### config.mk
export PLATFORM = sky130hd
export DESIGN_NAME = adt_dwell_timer
export DESIGN_NICKNAME = d
export VERILOG_FILES = /design/src/common/adt_pkg.sv /design/src/hdl/adt_dwell_timer.sv /design/src/hdl/adt_limit.sv
export SDC_FILE = /design/constraint.sdc
export NUM_CORES = 1
export LEC_CHECK = 0
export ABC_AREA = 0
export BUFFER_PORTS_ARGS = -buffer_cell sky130_fd_sc_hd__buf_2
export CORE_ASPECT_RATIO = 0.9
export CORE_UTILIZATION = 60
export DETAILED_ROUTE_END_ITERATION = 10
export PLACE_DENSITY = 0.78
export SYNTH_ARGS = -nofsm -noshare
export SYNTH_HDL_FRONTEND = slang
export SYNTH_SLANG_ARGS = --single-unit
### constraint.sdc
create_clock -name clock -period 9.5 [get_ports clock]
set_input_delay 0.95 -clock clock [delete_from_list [all_inputs] [get_ports clock]]
set_output_delay 0.95 -clock clock [all_outputs]
set_load 0.1 [all_outputs]
### src/common/adt_pkg.sv
// Package of constants and types for the gain-control dwell timer
package adt_pkg;

  // Dwell-select field
  localparam int          SEL_W       = 3;
  localparam logic [2:0]  SEL_OFF     = 3'h0;
  // Exponent for code 1, and step per code
  localparam int          K_BASE      = 11;
  localparam int          K_STEP      = 2;
  localparam int          K_MAX       = 23;
  // Counter wide enough for 2^K_MAX cycles
  localparam int          CNT_W       = K_MAX + 1;
  // Length of the peak-track pulse on a gain change, in clock cycles
  localparam int          TRACK_CYC   = 1;

  // Gain states
  typedef enum logic [1:0] {
    ADT_HIGH  = 2'b00,  // Full gain, attenuator off
    ADT_LOW   = 2'b01,  // Attenuated, level not below lower threshold
    ADT_DWELL = 2'b10   // Attenuated, timing the dwell interval
  } adt_state_t;

endpackage : adt_pkg

### src/hdl/adt_dwell_timer.sv
// Dwell timer and gain-state control for a receiver gain controller
// Notes on behaviour
// [RULE1] Select code zero disables control; amplifier stays in high gain.
// [RULE2] Codes one to seven give K of 11 to 23, step two.
// [RULE3] Dwell lasts exactly 2^K reference clock periods.
// [RULE4] Below lower threshold in low gain, hold low gain for the full dwell.
// [RULE5] At dwell end with level still low, return to high gain.
// [RULE6] Host picks at least two bit periods for Manchester traffic.
// [RULE7] Host picks more than the longest identical run for NRZ traffic.
// [RULE8] Host computes 3.3*log10(time*frequency) and takes next higher odd K.
// [RULE9] With control on, upper threshold crossing enters low gain.
// [RULE10] Level counts as low only while under the lower threshold.
// [RULE11] Every gain change pulses the peak-detector track request; reset drops low gain with no pulse.
// [RULE12] Rising above upper threshold mid-dwell keeps low gain, restarts count later.
`timescale 1ns/1ps
module adt_dwell_timer (
  // Clock and reset
  input  wire logic        clock,
  input  wire logic        rst,
  // Dwell-select pins from the host
  input  wire logic        dwell_select_bit0,
  input  wire logic        dwell_select_bit1,
  input  wire logic        dwell_select_bit2,
  // Level comparator outputs
  input  wire logic        level_above_upper,
  input  wire logic        level_below_lower,
  // Gain control outputs
  output      logic        low_gain,
  output      logic        peak_track,
  output      logic        dwell_active
);

  // Whole state of the module
  typedef struct packed {
    adt_pkg::adt_state_t          st;
    logic [adt_pkg::CNT_W-1:0]    cnt;
    logic                         low_gain;
    logic                         peak_track;
  } adt_regs_t;

  adt_regs_t                   r;
  adt_regs_t                   next_r;
  logic                        agc_on;
  logic [adt_pkg::CNT_W-1:0]   limit;

  // Code decode; pins are synchronous to the clock
  adt_limit u_limit (
    .code   ({dwell_select_bit2, dwell_select_bit1, dwell_select_bit0}),
    .agc_on (agc_on),
    .limit  (limit)
  );

  // Next-state logic
  always_comb begin
    next_r            = r;
    next_r.peak_track = 1'b0;
    unique case (r.st)
      adt_pkg::ADT_HIGH: begin
        next_r.cnt = '0;
        if (agc_on && level_above_upper) begin
          next_r.st = adt_pkg::ADT_LOW;                        // [RULE9]
        end
      end
      adt_pkg::ADT_LOW: begin
        next_r.cnt = '0;
        if (level_below_lower && !level_above_upper) begin
          next_r.st  = adt_pkg::ADT_DWELL;                     // [RULE10]
          next_r.cnt = adt_pkg::CNT_W'(1);                     // [RULE4]
        end
      end
      adt_pkg::ADT_DWELL: begin
        if (level_above_upper) begin
          // Strong signal again: stay attenuated, count anew next time
          next_r.st  = adt_pkg::ADT_LOW;                       // [RULE12]
          next_r.cnt = '0;
        end else if (!level_below_lower) begin
          // Between thresholds: hysteresis band, wait for a fresh low crossing
          next_r.st  = adt_pkg::ADT_LOW;                       // [RULE10]
          next_r.cnt = '0;
        end else if (r.cnt >= limit) begin
          next_r.st  = adt_pkg::ADT_HIGH;                      // [RULE5]
          next_r.cnt = '0;
        end else begin
          next_r.cnt = r.cnt + adt_pkg::CNT_W'(1);             // [RULE3]
        end
      end
      default: begin
        next_r.st  = adt_pkg::ADT_HIGH;
        next_r.cnt = '0;
      end
    endcase
    // Disabling forces high gain at once, whatever the state
    if (!agc_on) begin
      next_r.st  = adt_pkg::ADT_HIGH;                          // [RULE1]
      next_r.cnt = '0;
    end
    next_r.low_gain = (next_r.st != adt_pkg::ADT_HIGH);
    // Pulse tracking on any change so stale peaks are dropped
    if (next_r.low_gain != r.low_gain) begin
      next_r.peak_track = 1'b1;                                // [RULE11]
    end
  end

  // State register
  always_ff @(posedge clock) begin
    if (rst) begin
      r.st         <= adt_pkg::ADT_HIGH;
      r.cnt        <= '0;
      r.low_gain   <= 1'b0;
      r.peak_track <= 1'b0;
    end else begin
      r <= next_r;
    end
  end

  // low_gain and peak_track straight from flip-flops; dwell_active decoded from the state register
  assign low_gain     = r.low_gain;
  assign peak_track   = r.peak_track;
  assign dwell_active = (r.st == adt_pkg::ADT_DWELL);

endmodule : adt_dwell_timer

### src/hdl/adt_limit.sv
// Decoder from dwell-select code to terminal count
`timescale 1ns/1ps
module adt_limit (
  // Select code
  input  wire logic [2:0]                 code,
  // Outputs
  output      logic                       agc_on,
  output      logic [adt_pkg::CNT_W-1:0]  limit
);

  // Number of cycles for a code, 2^K with K = 11 + 2*(code-1)
  function automatic logic [adt_pkg::CNT_W-1:0] dwell_cycles(input logic [2:0] c);
    logic [4:0] k;
    k = 5'(adt_pkg::K_BASE + adt_pkg::K_STEP * (int'(c) - 1));
    dwell_cycles = adt_pkg::CNT_W'(1) << k;
  endfunction : dwell_cycles

  // Code zero disables gain control
  always_comb begin
    agc_on = (code != adt_pkg::SEL_OFF);                       // [RULE1]
    limit  = agc_on ? dwell_cycles(code) : '0;                 // [RULE2]
  end

endmodule : adt_limit

# ---- Yosys cells after proc, flatten, opt, wreduce, memory -nomap -nowiden
# Cells that the tools add are included.
dict set report word_totals {
  register_bits 28
  output_inout_bits 3
  in_bits 7
  wordCells 30
}
dict set report op_classes {
  reduce_logical 7
  order_cmp 1
  shift 1
  n_bitwise 1
  muxes 10
  n_eq_ne 3
  add_sub_neg 3
}
# op n
set ops {}
lappend ops {{$mux 26} 4}
lappend ops {{$pmux 26 s3} 1}
lappend ops {{$mux 24} 2}
lappend ops {{$add 24x1->24 const B} 1}
lappend ops {{$ge 24x24->1} 1}
lappend ops {{$shl 1x5->24 const A} 1}
lappend ops {{$add 5x5->5 const A} 1}
lappend ops {{$mux 2} 2}
lappend ops {{$sub 3x1->4 const B} 1}
lappend ops {{$reduce_bool 3->1} 1}
lappend ops {{$eq 2x1->1 const B} 1}
lappend ops {{$eq 2x2->1 const B} 1}
lappend ops {{$logic_and 1x1->1} 2}
lappend ops {{$logic_not 2->1} 1}
lappend ops {{$reduce_bool 2->1} 1}
lappend ops {{$reduce_or 2->1} 1}
lappend ops {{$logic_not 1->1} 1}
lappend ops {{$mux 1} 1}
lappend ops {{$ne 1x1->1} 1}
lappend ops {{$not 1->1} 1}

# ---- Depth between registers and ports, before layout
# Gate-level depths: netlist of run 1.
dict set report logic_depth {
  ltp_word 13
  depth_mapped 14
  mapped_depth_nobuf 13
}

# ---- By module
# A second synthesis of run 1 with hierarchy kept.
dict set report hier_totals {
  hier_cells 263
  hier_area_um2 2102.0
}
# mod instances seq_area_each_um2 area_per_inst_um2 cells_per_inst
set modules_own_cells {}
lappend modules_own_cells {adt_dwell_timer 1 560.5 1816.7 220}
lappend modules_own_cells {adt_limit 1 0.0 285.3 43}

# ---- Worst setup path before layout of run 1
# Ideal clock, no wire load.
dict set report synth_path {
  path_type {input -> register}
  from {input port dwell_select_bit0}
  to {register, netlist name peak_track}
  required_time_ns 9.379
  t_arrival_ns 3.524
  setup_slack_ns 5.854
  stages 13
  cell_sequence {inv_1 ha_1 nor2b_1 o32a_1 nor3_1 nand2_1 ha_1 nor4bb_1 o221ai_1 a21oi_2 a211oi_4 a21oi_2 mux2_4}
}
dict set report synth_between {
  elab_chain_cells 13
}
# element line
set synth_lines {}
lappend synth_lines {{start: declaration} adt_dwell_timer.sv:21} ;# input wire logic dwell_select_bit0,
lappend synth_lines {{$sub 3x1->4} adt_limit.sv:14} ;# k = 5'(adt_pkg::K_BASE + adt_pkg::K_STEP * (int'(c) - 1));
lappend synth_lines {{$add 5x5->5} adt_limit.sv:14}
lappend synth_lines {{$shl 1x5->24} adt_limit.sv:15} ;# dwell_cycles = adt_pkg::CNT_W'(1) << k;
lappend synth_lines {{$mux 24} adt_limit.sv:21} ;# limit = agc_on ? dwell_cycles(code) : '0;
lappend synth_lines {{$ge 24x24->1} adt_dwell_timer.sv:80} ;# end else if (r.cnt >= limit) begin
lappend synth_lines {{$mux 2} adt_dwell_timer.sv:80}
lappend synth_lines {{$mux 26} adt_dwell_timer.sv:76} ;# end else if (!level_below_lower) begin
lappend synth_lines {{$mux 26} adt_dwell_timer.sv:72} ;# if (level_above_upper) begin
lappend synth_lines {{$pmux 26 s3} adt_dwell_timer.sv:57} ;# unique case (r.st)
lappend synth_lines {{$mux 26 *} adt_dwell_timer.sv:93} ;# if (!agc_on) begin
lappend synth_lines {{$reduce_bool 2->1 *} adt_dwell_timer.sv:97} ;# next_r.low_gain = (next_r.st != adt_pkg::ADT_HIGH);
lappend synth_lines {{$ne 1x1->1 *} adt_dwell_timer.sv:99} ;# if (next_r.low_gain != r.low_gain) begin
lappend synth_lines {{$mux 1 *} adt_dwell_timer.sv:99}
# Every way passes the cells marked *; elsewhere a longest branch is shown, timed or not.
# A chain may end at the register's enable or synchronous reset.

# ---- Worst setup path after layout of run 1
dict set report layout_path {
  from {input port dwell_select_bit0}
  to {register r[22] (netlist bit)}
}
dict set report layout_between {
  elab_chain_cells 9
}
# element line
set layout_lines {}
lappend layout_lines {{$sub 3x1->4} adt_limit.sv:14}
lappend layout_lines {{$add 5x5->5} adt_limit.sv:14}
lappend layout_lines {{$shl 1x5->24} adt_limit.sv:15}
lappend layout_lines {{$mux 24} adt_limit.sv:21}
lappend layout_lines {{$ge 24x24->1} adt_dwell_timer.sv:80}
lappend layout_lines {{$mux 24} adt_dwell_timer.sv:80}
lappend layout_lines {{$mux 26} adt_dwell_timer.sv:76}
lappend layout_lines {{$mux 26} adt_dwell_timer.sv:72}
lappend layout_lines {{$pmux 26 s3} adt_dwell_timer.sv:57}
lappend layout_lines {{end signal: assignment} adt_dwell_timer.sv:112} ;# r <= next_r;
lappend layout_lines {{end: declaration} adt_dwell_timer.sv:41} ;# adt_regs_t r;
# Parallel ways exist; a longest one is shown, timed or not.

==> impl_metrics.toml, run 1 <==
[logic_synthesis]
syn_avg_cell_area_um2 = 9.43
synth_warnings = 0
syn_area_um2 = 1890
yosys_register_bits = 28
syn-instance-count = 200
syn_nets = 225
seq_area_frac_synth = 0.297
synth_cell_types = 42

[global_routing]
grt_max_degree = 23
antenna_found_initial = 0
grt.total_usage = 0.230
grt_first_pass_wirelength_um = 5960
grt_pass1_vias = 1363
overflow = 0

[die]
ios = 10
dieArea_um2 = 3370
die_x_um = 61.1
rows = 18
die_h_um = 55.2
coreArea_um2 = 2860
initial_core_util = 0.660

[critical_path]
critical_path_class = "in -> reg"
endpoint_kind = "register"
cp-start-kind = "input port"
critPathMaxFanout = 22
cp.arrival_ps = 4170
crit_required_ps = 9770

[placement]
hpwl_um = 2620
place_area_um2 = 1940
placedCellCount = 247
port_buffers = 9
gp_congestion = 0.810
place_ws_ps = 5300

[outcome]
status = "finished, final reports clean"

[sta]
finalCritPeriodShare = 0.410
layout_setup_ws_ps = 5610
worstMarginPinSlew_ps = 648
fmax_mhz = 257
setup_viol_count_final = 0
maxSlewViolCount = 0
hold_viol = 0
relSlewSlack = 0.564
setup_tns_ps = 0
finalClockSkew_ps = 10.2
rsz0062_at_grt = "false"
min_period_ps = 3890

[cts]
clk_pin_slew_ps = 150
cts_hold_buf = 0
insertion_delay_ps = 330
cts_tree = "built"
cts_buffers = 3
cts_setup_buffers = 0
h-tree-depth = 1
clockRootBuffer = "clkbuf_4"
clk_path_buf_depth = 2
cts-resized-gates = 0
clock-sinks = 28

[final_layout]
utilization = 0.692
nNetsFinal = 237
antenna_cells = 0
final_cells = 251
area_delta_synth_final_pct = 4.84
fin_area_um2 = 1980
drive_gt1_frac = 0.209

[drt]
drt_first_pass_iters = 4
wl_um = 3360
vias = 1401
routedWlPerCell_um = 13.4
vias_per_cell = 5.58
drtIter0Drc = 68
drtAntennaViolNets = 0
drc = 0

[run]
cap_violations = 0

[worst_hold_path]
hold_class = "reg -> reg"

[pwr]
ir_drop_mv = 0.0864
power.density_nw_per_um2 = 102
power_leakage_uw = 0.000734
==> per-layer routing <==
| layer | GRT usage | wire length (um) |
|---|---|---|
| met1 | 0.314 | 1650 |
| met3 | 0.0585 | 111 |
| met5 | 0 | 0 |
| met2 | 0.368 | 1580 |
| met4 | 0.0357 | 14 |
==> logic make-up after synthesis <==
family / share of synthesized area
flip-flops: 0.297
AND/OR/NAND/NOR: 0.336
other: 0.00199
buffers and inverters: 0.0391
AO/OA/AOI/OAI: 0.0962
XOR/XNOR: 0.102
multiplexers: 0.00796
adder cells (fa/ha/maj): 0.119
==> through the flow <==
stage	hold slack (ps)	total power, uW
4_1_cts	582	204
3_3_place_gp	526	145
3_5_place_dp	541	146
5_1_grt	625	211
6_report	582	202
2_1_floorplan	514	141
==> final timing paths <==
check	slack (ps)	startpoint	cells past startpoint	end
worst max-delay path	5610	dwell_select_bit0	14	r[22]
worst min-delay path	580	r[25]	2	r[25]
worst max register to register	7040	r[23]	7	r[22]
worst min register to register	580	r[25]	2	r[25]
==> placed cells by master, fill, tap and decap left out, drive strengths merged, types with 2 or more instances in the layout <==
cell	netlist	routed
inv	9	9
nor2	35	35
nand4	7	7
ha	18	18
xnor2	8	8
buf	2	9
nor3	3	3
clkbuf	0	4
nand2	19	19
and3	4	4
or2	2	2
a21oi	8	8
o21ai	4	4
nand3	7	7
and4	4	4
xor2	14	14
and2	3	3
nor4bb	3	3
nor2b	4	4
dfxtp	28	28
a211o	4	4
==> synth_stat cells <==
cell | n | area share
o211ai_1 | 1 | 0.0040
nand3_1 | 7 | 0.019
or3b_2 | 1 | 0.0046
and3_1 | 3 | 0.0099
or2_1 | 1 | 0.0033
a21oi_1 | 6 | 0.016
o21ai_0 | 3 | 0.0080
a211oi_4 | 1 | 0.011
nand2_1 | 18 | 0.036
o221ai_1 | 1 | 0.0046
dfxtp_1 | 28 | 0.30
or4_1 | 1 | 0.0040
nor2_4 | 20 | 0.12
xnor2_1 | 8 | 0.037
a2111oi_0 | 1 | 0.0046
a211o_1 | 4 | 0.019
xor2_1 | 14 | 0.065
conb_1 | 1 | 0.0020
buf_12 | 2 | 0.021
inv_1 | 8 | 0.016
a21oi_2 | 2 | 0.0093
and2_1 | 3 | 0.0099
and2b_2 | 1 | 0.0046
o31ai_1 | 1 | 0.0040
nor2b_1 | 4 | 0.013
and4_2 | 1 | 0.0053
nor4_1 | 1 | 0.0033
nor2_1 | 15 | 0.030
and3_2 | 1 | 0.0040
o2111ai_1 | 1 | 0.0046
nand2_4 | 1 | 0.0060
o21ai_1 | 1 | 0.0026
or2_2 | 1 | 0.0033
inv_2 | 1 | 0.0020
nor4bb_1 | 3 | 0.016
nand4_1 | 7 | 0.023
mux2_4 | 1 | 0.0080
nor3_1 | 3 | 0.0080
and4_1 | 3 | 0.014
ha_1 | 18 | 0.12
o21a_1 | 1 | 0.0040
o32a_1 | 1 | 0.0053
==> power breakdown <==
part           total, uW  internal, uW  leakage [uW]  switching, uW
registers            119           119      0.000226          0.707
clock network       58.5          23.5     0.0000210           35.1
logic               24.3          8.02      0.000487           16.3
==> cell type report <==
class                           instances  area, um2
Tap cell                               40       50.0
Inverter                                9       33.8
Fill cell                             235        882
Timing Repair Buffer                    9       45.0
Sequential cell                        28        561
Clock buffer                            4       36.3
Multi-Input combinational cell        161       1250
==> critical path: stages <==
cell,delay [ps]
buf_2,130
inv_1,90
ha_1,320
nor2b_1,150
o32a_1,290
nor3_1,310
nand2_1,110
ha_1,290
a211o_1,290
a21oi_1,180
a21oi_2,90
a211oi_4,350
nand2_4,390
nor2_1,210
==> flip-flops by register name, summed over array words and instances, names as in the netlist <==
name        flops
peak_track      1
r              26
low_gain        1
Note: power is estimated with default switching activity, not from simulation.
==> inputs of run 2 (changes only) <==
==> constraint.sdc (replaced) <==
create_clock -name clock -period 3.8 [get_ports clock]
set_input_delay 0.38 -clock clock [delete_from_list [all_inputs] [get_ports clock]]
set_output_delay 0.38 -clock clock [all_outputs]
set_load 0.1 [all_outputs]
==> impl_metrics.toml, run 2 (same netlist as run 1, synthesis figures left out) <==
[placement]
gp_congestion = 0.811
placedCellCount = 248
port_buffers = 9
place_ws_ps = 264
hpwl_um = 2650

[final_layout]
fill_cells = 234
reg_top3 = "r: 26 flops, low_gain: 1 flops, peak_track: 1 flops"
layout_commonest_cell = "dfxtp_1"
drive_gt1_frac = 0.212
antenna_cells = 0
nNetsFinal = 238
regMostFlops = "r"
final_cells = 252
area_delta_synth_final_pct = 6.76
largest_register_ffs = 26
layout_common_cells = "dfxtp_1 (28), nor2_4 (20), nand2_1 (18), ha_1 (18), nor2_1 (15)"

[critical_path]
endpoint_kind = "register"
critPathMaxFanout = 16
cp-start-kind = "input port"
cp_top_family = "compound AO/OA/AOI/OAI gates"
crit_slowest_cell = "a211oi_4"
cp_num_buf_inv = 3
cp_common_cell = "ha_1"
critical_path_class = "in -> reg"
crit-reg2reg-launch = "r[23]"
cp.arrival_ps = 3500
crit_chain = "buf_2 -> inv_1 -> ha_1 -> nor2b_1 -> o32a_1 -> nor3_1 -> nand2_1 -> ha_1 -> a211o_1 -> a21oi_1 -> a21oi_2 -> a211oi_4 -> nand2_4 -> buf_12 -> nor2_4"
slowest_delay_ps = 370
crit_required_ps = 4100
crit_start = "dwell_select_bit0"

[drt]
met1Wirelength_um = 1690
dr_wl_met2_um = 1550
wl_um = 3360
wl_met3_um = 80
highest_layer = "met4"
vias_per_cell = 5.46
drt_first_pass_iters = 4
drc = 0
drtAntennaViolNets = 0
drtIter0Drc = 72
routedWlPerCell_um = 13.3
vias = 1377

[global_routing]
overflow = 0
antenna_found_initial = 0
grt.total_usage = 0.230
grt_pass1_vias = 1322
grt_first_pass_wirelength_um = 5890
grt_max_degree = 17

[cts]
clock-sinks = 28
cts_buffers = 3
insertion_delay_ps = 340
cts-resized-gates = 0
clk_path_buf_depth = 2
cts_hold_buf = 0
clockRootBuffer = "clkbuf_4"
clk_pin_slew_ps = 150
cts_setup_buffers = 0
h-tree-depth = 1
cts_tree = "built"

[sta]
finalCritPeriodShare = 0.841
setup_viol_count_final = 0
setup_tns_ps = 0
layout_setup_ws_ps = 603
worstMarginPinSlew_ps = 690
relSlewSlack = 0.536
finalClockSkew_ps = 1.73
rsz0062_at_grt = "false"
min_period_ps = 3200
hold_viol = 0
holdWs_ps = 232
maxSlewViolCount = 0
fmax_mhz = 313

[pwr]
seqPwrFrac = 0.533
ir_drop_mv = 0.204
p_sw_uw = 137
combPwrFrac = 0.108
clkPwrFrac = 0.359
power.density_nw_per_um2 = 278
internal_power_uw = 424
power_leakage_uw = 0.000752
switching_share = 0.244

[die]
rows = 18
ios = 10
dieArea_um2 = 3370
die_h_um = 55.2
die_x_um = 61.1
coreArea_um2 = 2860
initial_core_util = 0.660

[outcome]
status = "finished, final reports clean"

[worst_hold_path]
hold_path.startpoint = "rst"
hold_class = "in -> reg"

[run]
cap_violations = 0
-- run 2: cell count changes in the layout (fill, tap and decap cells not counted), sizes merged --
cell    change
bufinv      +1
clkbuf      -1
buf         +1
-- run 2: final timing paths --
path,to,slack [ps],depth (start not counted)
setup / recovery,r[7],600,15
setup reg to reg,r[7],1450,8
hold / removal,r[2],230,2
hold reg to reg,r[25],570,2
-- run 2: layout make-up --
class                   instances  area (um2)  share of cell area
flip-flops and latches         28         561               0.278
clock buffers                   3        22.5              0.0112
inverters                       9        33.8              0.0168
clock inverters                 1        30.0              0.0149
well taps                      40        50.0              0.0248
multi-input cells             161        1250               0.622
repair buffers                 10        65.1              0.0323
-- run 2: power groups by stage --
stage	logic, uW	clock network, uW	registers, uW
3_3_place_gp	58.2	0	305
5_1_grt	65.5	215	299
3_5_place_dp	60.1	0	305
4_1_cts	60.5	205	299
2_1_floorplan	31.9	0	320
6_report	60.4	202	299
-- run 2: through the flow --
stage	area, um2	total power, uW	util
after floorplan	1890	352	-
after global placement	1960	363	0.686
after detailed placement	1960	365	0.686
after CTS	2010	564	0.704
after global routing	2010	580	0.704
final	2010	561	0.704
-- run 2: worst register-to-register path, stage by stage (launching register included) --
cell and delay (ps):
dfxtp_1 380, ha_1 230, or4_1 530, a21oi_1 130, o211ai_1 160, a211oi_4 340, nand2_4 190, buf_12 230
nor2_4 130
-- run 2: routing by layer --
layer,vias up,global-route usage
li1,721,-
met1,636,0.321
met2,15,0.357
met3,5,0.0562
met4,0,0.0487
met5,-,0
